**src/hw/spm_consts.vh**
```
// Constants for the serial peripheral master: reset values, transfer shape and clock divider.
`ifndef SPM_CONSTS_VH
`define SPM_CONSTS_VH
// ==========================================
// Reset values
`define SPM_RST_SEL_UPPER 1'b0
`define SPM_RST_SEL_LOWER 1'b1
// ==========================================
// Transfer shape
`define SPM_BITS_PER_BYTE 8
`define SPM_BIT_CNT_W 4
// ==========================================
// Serial clock: half period in system clocks
`define SPM_SCK_HALF_NS 400
`define SPM_CLK_PERIOD_NS 100
`define SPM_SCK_HALF_CYC ((`SPM_SCK_HALF_NS + `SPM_CLK_PERIOD_NS - 1) / `SPM_CLK_PERIOD_NS)
`endif

```
**src/hw/spm_serial_peripheral_master.v**
```verilog
// Master-mode serial peripheral port with transmit and receive buffers and slave-select modes.
//
// Operation
// - Port acts as master only while master enable flag is set.
// - Data register write in master mode loads the transmit buffer.
// - Empty shifter and full transmit buffer start a transfer.
// - During transfer drive SCK and shift the byte out on MOSI.
// - Transfer done flag sets at end of each transfer.
// - Done flag with interrupts enabled raises an interrupt request.
// - Received bits shift in most significant bit first.
// - Finished byte moves to receive buffer, read via data register.
// - Upper select bit 0, lower 1 means multi-master, the reset default.
// - Multi-master: select low clears enables and sets mode fault flag.
// - Mode fault flag with interrupt enabled raises an interrupt request.
// - Both select bits 0 means 3-wire mode, select line unused.
// - Upper select bit 1 means 4-wire mode, select line driven out.
// - In 4-wire mode select output equals lower select bit.
`timescale 1ns/1ns
`include "spm_consts.vh"

module spm_serial_peripheral_master
#(
    parameter BITS = `SPM_BITS_PER_BYTE,
    parameter HALF = `SPM_SCK_HALF_CYC
)
(
    input wire clk_i,
    input wire reset_i,
    input wire port_enable_set_i,
    input wire port_enable_clr_i,
    input wire master_enable_set_i,
    input wire master_enable_clr_i,
    input wire sel_mode_wr_i,
    input wire select_mode_upper_bit_i,
    input wire select_mode_lower_bit_i,
    input wire irq_enable_i,
    input wire data_wr_i,
    input wire [BITS-1:0] data_wdata_i,
    input wire done_clr_i,
    input wire fault_clr_i,
    input wire miso_i,
    input wire slave_select_line_i,
    output reg [BITS-1:0] rx_data_o,
    output reg transfer_done_flag_o,
    output reg mode_fault_flag_o,
    output reg master_enable_flag_o,
    output reg port_enable_bit_o,
    output reg select_mode_upper_bit_o,
    output reg select_mode_lower_bit_o,
    output wire busy_o,
    output wire tx_full_o,
    output wire irq_o,
    output reg sck_o,
    output reg mosi_o,
    output reg slave_select_line_o,
    output wire slave_select_line_oe_n_o
);

    localparam ST_IDLE = 1'b0;
    localparam ST_SHIFT = 1'b1;
    localparam integer HALF_M1_INT = HALF - 1;
    localparam integer LAST_BIT_INT = BITS - 1;
    // Counter compare values cut to the counter widths on purpose.
    localparam [7:0] HALF_M1 = HALF_M1_INT[7:0];
    localparam [`SPM_BIT_CNT_W-1:0] LAST_BIT = LAST_BIT_INT[`SPM_BIT_CNT_W-1:0];

    reg state;
    reg [BITS-1:0] tx_buf;
    reg tx_valid;
    reg [BITS-1:0] shifter;
    reg [`SPM_BIT_CNT_W-1:0] bit_cnt;
    reg [7:0] half_cnt;
    reg miso_s1, miso_s2;
    reg ss_s1, ss_s2;

    // ==========================================
    // Input synchronisers
    // Two flops per pin before any logic reads it.
    always @(posedge clk_i)
    begin
        if (reset_i)
        begin
            miso_s1 <= 1'b0;
            miso_s2 <= 1'b0;
            ss_s1 <= 1'b1;
            ss_s2 <= 1'b1;
        end
        else
        begin
            miso_s1 <= miso_i;
            miso_s2 <= miso_s1;
            ss_s1 <= slave_select_line_i;
            ss_s2 <= ss_s1;
        end
    end

    // Mode decode from the select mode bits.
    // multi-master decode
    wire multi_master = ~select_mode_upper_bit_o & select_mode_lower_bit_o;
    wire fault = multi_master & ~ss_s2 & master_enable_flag_o;
    wire active = master_enable_flag_o & port_enable_bit_o;

    // ==========================================
    // Control and status flags
    // Set wins over clear on both hardware flags.
    always @(posedge clk_i)
    begin
        if (reset_i)
        begin
            master_enable_flag_o <= 1'b0;
            port_enable_bit_o <= 1'b0;
            select_mode_upper_bit_o <= `SPM_RST_SEL_UPPER;
            select_mode_lower_bit_o <= `SPM_RST_SEL_LOWER;
            mode_fault_flag_o <= 1'b0;
        end
        else
        begin
            if (sel_mode_wr_i)
            begin
                select_mode_upper_bit_o <= select_mode_upper_bit_i;
                select_mode_lower_bit_o <= select_mode_lower_bit_i;
            end
            if (master_enable_set_i)
                master_enable_flag_o <= 1'b1;
            else if (master_enable_clr_i)
                master_enable_flag_o <= 1'b0;
            if (port_enable_set_i)
                port_enable_bit_o <= 1'b1;
            else if (port_enable_clr_i)
                port_enable_bit_o <= 1'b0;
            if (fault)
            begin
                master_enable_flag_o <= 1'b0;
                port_enable_bit_o <= 1'b0;
                mode_fault_flag_o <= 1'b1;
            end
            else if (fault_clr_i)
                mode_fault_flag_o <= 1'b0;
        end
    end

    // ==========================================
    // Transfer engine
    // Holds transmit buffer, shifter, SCK timing and receive buffer.
    always @(posedge clk_i)
    begin
        if (reset_i)
        begin
            state <= ST_IDLE;
            tx_buf <= {BITS{1'b0}};
            tx_valid <= 1'b0;
            shifter <= {BITS{1'b0}};
            bit_cnt <= {`SPM_BIT_CNT_W{1'b0}};
            half_cnt <= 8'h00;
            sck_o <= 1'b0;
            mosi_o <= 1'b0;
            rx_data_o <= {BITS{1'b0}};
            transfer_done_flag_o <= 1'b0;
        end
        else
        begin
            if (data_wr_i & master_enable_flag_o)
            begin
                tx_buf <= data_wdata_i;
                tx_valid <= 1'b1;
            end
            if (done_clr_i)
                transfer_done_flag_o <= 1'b0;
            case (state)
                ST_IDLE:
                begin
                    sck_o <= 1'b0;
                    if (tx_valid & active & ~fault)
                    begin
                        shifter <= tx_buf;
                        mosi_o <= tx_buf[BITS-1];
                        tx_valid <= data_wr_i & master_enable_flag_o;
                        bit_cnt <= {`SPM_BIT_CNT_W{1'b0}};
                        half_cnt <= 8'h00;
                        state <= ST_SHIFT;
                    end
                end
                ST_SHIFT:
                begin
                    if (~active)
                    begin
                        // Fault or disable aborts the byte with SCK parked low.
                        sck_o <= 1'b0;
                        state <= ST_IDLE;
                    end
                    else if (half_cnt == HALF_M1)
                    begin
                        half_cnt <= 8'h00;
                        sck_o <= ~sck_o;
                        if (~sck_o)
                        begin
                            // sample MISO into LSB, MSB arrives first
                            shifter <= {shifter[BITS-2:0], miso_s2};
                        end
                        else
                        begin
                            if (bit_cnt == LAST_BIT)
                            begin
                                rx_data_o <= shifter;
                                transfer_done_flag_o <= 1'b1;
                                state <= ST_IDLE;
                            end
                            else
                            begin
                                bit_cnt <= bit_cnt + 1'b1;
                                mosi_o <= shifter[BITS-1];
                            end
                        end
                    end
                    else
                        half_cnt <= half_cnt + 8'h01;
                end
                default:
                    state <= ST_IDLE;
            endcase
        end
    end

    // ==========================================
    // Select line output and status
    // 4-wire drives select, 3-wire and multi-master leave it released
    always @(posedge clk_i)
    begin
        if (reset_i)
            slave_select_line_o <= 1'b1;
        else if (sel_mode_wr_i)
            // select follows lower bit, loaded with it so both change on one edge
            slave_select_line_o <= select_mode_lower_bit_i;
    end
    assign slave_select_line_oe_n_o = ~select_mode_upper_bit_o;

    assign irq_o = irq_enable_i & (transfer_done_flag_o | mode_fault_flag_o);
    assign busy_o = (state == ST_SHIFT);
    assign tx_full_o = tx_valid;

endmodule // spm_serial_peripheral_master

```
**config.mk**
```make
export PLATFORM = sky130hd
export DESIGN_NAME = spm_serial_peripheral_master
export DESIGN_NICKNAME = d
export VERILOG_FILES = /design/src/hw/spm_serial_peripheral_master.v
export VERILOG_INCLUDE_DIRS = /design/src /design/src/hw
export SDC_FILE = /design/constraint.sdc
export NUM_CORES = 1
export LEC_CHECK = 0
export ABC_CLOCK_PERIOD_IN_PS = 1850
export BUFFER_PORTS_ARGS = -buffer_cell sky130_fd_sc_hd__buf_2
export CORE_UTILIZATION = 45
export DETAILED_ROUTE_END_ITERATION = 6
export PLACE_DENSITY = 0.79
export SETUP_SLACK_MARGIN = 0.4
export SLEW_MARGIN = 20
export SYNTH_ARGS = -nofsm -noshare
export SYNTH_HDL_FRONTEND = slang
export SYNTH_SLANG_ARGS = --single-unit
```
**constraint.sdc**
```tcl
create_clock -name clk_i -period 1.85 [get_ports clk_i]
set_input_delay 0.0925 -clock clk_i [delete_from_list [all_inputs] [get_ports clk_i]]
set_output_delay 0.0925 -clock clk_i [all_outputs]
set_load 0.05 [all_outputs]
```
==> impl_metrics.env <==
export IMPL_r2r_cells=6
export IMPL_critical_path_class="flop to flop"
export IMPL_clk_pin_slew_worst_paths_ps=90
export IMPL_drt_pass1_iterations=4
export IMPL_antenna_found_initial=0
export IMPL_hold_path_class="input pin to flop"
export IMPL_min_path_cells=2
export IMPL_worst_slew_pin_slew_ps=630
export IMPL_synth_most_common_cell="dfxtp_1"
export IMPL_setup_viol=0
export IMPL_slew_headroom=0.580
export IMPL_drv_cap=0
export IMPL_synthCells=243
export IMPL_reg2reg_slack_ps=180
export IMPL_fill_cells=353
export IMPL_slew_viol_final=0
export IMPL_io_pins=44
export IMPL_drc_errors=0
export IMPL_overflow=0
export IMPL_synth_cell_type_count=41
export IMPL_grt_use_total=0.217
export IMPL_dr_total_vias=1988
export IMPL_cp_max_fo=8
export IMPL_wirelength_um=5080
export IMPL_r2r_end="shifter[2]"
export IMPL_post_place_ws_ps=126
export IMPL_status="complete, no violations"
export IMPL_synth_edf_count=0
export IMPL_rsz0062_at_grt="true"
export IMPL_gp_congestion=0.850
export IMPL_startpoint_type="flop"
export IMPL_synth_common_cells="50 x dfxtp_1, 38 x a21oi_1, 23 x nand3_1"
export IMPL_min_delay_start="port_enable_set_i"
export IMPL_tns_ps=0
export IMPL_postRouteAntennaNets=0
export IMPL_worstSkewPairLatency_ps=300
export IMPL_dp_hpwl_um=3220
export IMPL_power_leakage_nw=1.09
export IMPL_routedWlPerCell_um=14.3
export IMPL_cts_sinks=50
export IMPL_grt_pass1_wl_um=8670
export IMPL_ys_ff_latch=50
export IMPL_cts_root_buf="clkbuf_8"
export IMPL_layout_drive_gt1_share=0.386
export IMPL_hold_ws_ps=3.10
export IMPL_drt_iter0_drc=106
export IMPL_required_ps=2050
export IMPL_area_delta_synth_final_pct=32.0
export IMPL_die_w_um=71.5
export IMPL_grt_max_degree=36
export IMPL_holdPathEnd="port_enable_bit_o"
export IMPL_synth_top_area_cell="dfxtp_1"
export IMPL_fmax_mhz=597
export IMPL_grt_pass1_vias=1862
export IMPL_synth_top_area_share=0.461
export IMPL_via_per_inst=5.60
export IMPL_critPathArrivalTime_ps=1880
export IMPL_finalWorstSetupSlack_ps=175
export IMPL_numCtsBuffers=5
export IMPL_start_util=0.482
export IMPL_synth_flop_cell="dfxtp_1"
export IMPL_place_area_um2=2500
export IMPL_cts_buffer_depth=2
export IMPL_final_setup_skew_ps=9.24
export IMPL_nets=327
export IMPL_core_um2=4500
export IMPL_die_area_um2=5110
export IMPL_fin_crit_sh=0.905
export IMPL_ir_drop_mv=0.517
export IMPL_hold_viol_final=0
export IMPL_async_flop_share=0
export IMPL_timing_final_crit_period_ps=1670
export IMPL_yosys_warnings=0
export IMPL_power_density_nw_per_um2=676
export IMPL_syn_nets=268
export IMPL_r2r_start="half_cnt[1]"
export IMPL_die_h_um=71.5
export IMPL_synthTopCellsByArea="dfxtp_1 46%, a21oi_1 8.8%, nand3_1 5.3%"
export IMPL_numPortBuffers=43
export IMPL_endpoint_kind="flop"
export IMPL_std_cell_rows=24
export IMPL_avgSynthCellArea_um2=8.93
export IMPL_cts_tree="done"
export IMPL_diodes=0
export IMPL_yosysSeqAreaShare=0.461
export IMPL_finalInstanceArea_um2=2870
export IMPL_h_tree_depth=2
export IMPL_synth_area_um2=2170
## final cells by class
| class | count | area [um^2] | area share |
|---|---|---|---|
| inverter | 12 | 45.0 | 0.0157 |
| tap | 52 | 65.1 | 0.0227 |
| clock buffer | 6 | 82.6 | 0.0288 |
| sequential | 50 | 1030 | 0.359 |
| multi-input combinational | 163 | 1190 | 0.417 |
| clock inverter | 2 | 11.3 | 0.00393 |
| timing repair buffer | 70 | 439 | 0.153 |
## state kept, by name (all words and copies together) (netlist names)
name,count
busy_o,1
port_enable_bit_o,1
rx_data_o,8
master_enable_flag_o,1
mode_fault_flag_o,1
transfer_done_flag_o,1
miso_s2,1
select_mode_upper_bit_o,1
mosi_o,1
miso_s1,1
slave_select_line_o,1
shifter,8
sck_o,1
half_cnt,8
tx_buf,8
ss_s1,1
ss_s2,1
tx_full_o,1
bit_cnt,4
## metal layers
layer  vias up  track usage  part of all wire
met5         -            0                 0
met4         0       0.0828             0.018
met3         8       0.0647             0.052
met2        65        0.345              0.48
met1       923        0.279              0.45
li1        992            -                 -
## cell usage in the layout, fill, tap and decap left out, types with 3 or more instances in the layout
| cell type | count |
|---|---|
| buf_2 | 43 |
| o211ai_1 | 3 |
| o21a_1 | 3 |
| inv_1 | 12 |
| dfxtp_4 | 5 |
| buf_6 | 3 |
| nand2_1 | 13 |
| nand3_1 | 22 |
| dfxtp_2 | 7 |
| buf_4 | 20 |
| xnor2_1 | 3 |
| nor4b_4 | 3 |
| nor2_1 | 9 |
| or3_4 | 3 |
| or3_1 | 4 |
| nor3b_1 | 3 |
| o21ai_0 | 13 |
| clkbuf_8 | 6 |
| nand4_1 | 3 |
| dfxtp_1 | 38 |
| o221a_4 | 7 |
| dlygate4sd3_1 | 4 |
| nor2b_1 | 7 |
| a21oi_1 | 36 |
## through the flow
stage | util | total power (W) | cells
3_5_place_dp | 0.555 | 0.00128 | 329
6_report | 0.636 | 0.00194 | 355
3_3_place_gp | 0.555 | 0.00127 | 329
2_1_floorplan | - | 0.00123 | 243
5_1_grt | 0.636 | 0.00202 | 355
4_1_cts | 0.625 | 0.00195 | 352
## timing repair
action	CTS	global route
setup endpoints to repair	29	31
pin swaps	8	3
resized for setup	18	6
hold buffers	4	0
endpoints found under the hold margin	4	0
setup buffers	11	3
## worst max-delay path, cell delays in order, from the launching register on
cell	delay, ps
dfxtp_4	360
ha_4	130
nor4b_4	210
nor4b_4	270
buf_4	170
nand3_4	130
o221a_2	300
## worst max path at each step
| stage | start | endpoint | slack, ps | cells after the start |
|---|---|---|---|---|
| floorplan | half_cnt[1] | shifter[0] | 140 | 5 |
| global placement | half_cnt[1] | shifter[5] | 170 | 6 |
| detailed placement | half_cnt[0] | shifter[6] | 130 | 6 |
| CTS | half_cnt[1] | shifter[6] | 220 | 6 |
| global route | half_cnt[1] | shifter[2] | 120 | 6 |
| finish | half_cnt[1] | shifter[2] | 180 | 6 |
## cells by family (layout without fill, tap and decap cells)
group / Yosys count / after routing / synth area share
fa+ha+maj: 2 / 2 / 0.0115
flops: 50 / 50 / 0.461
xor+xnor: 3 / 3 / 0.0121
simple gates: 81 / 81 / 0.223
compound gates: 74 / 74 / 0.220
buf+inv: 30 / 90 / 0.0576
mux: 3 / 3 / 0.0144
## power breakdown
group          internal [W]  switching, W  leakage, nW
Clock              0.000302      0.000358       0.0515
Combinational     0.0000668     0.0000993        0.633
Sequential          0.00109     0.0000184        0.411
Total               0.00146      0.000475         1.09
Note: power is estimated with default switching activity, not from simulation.
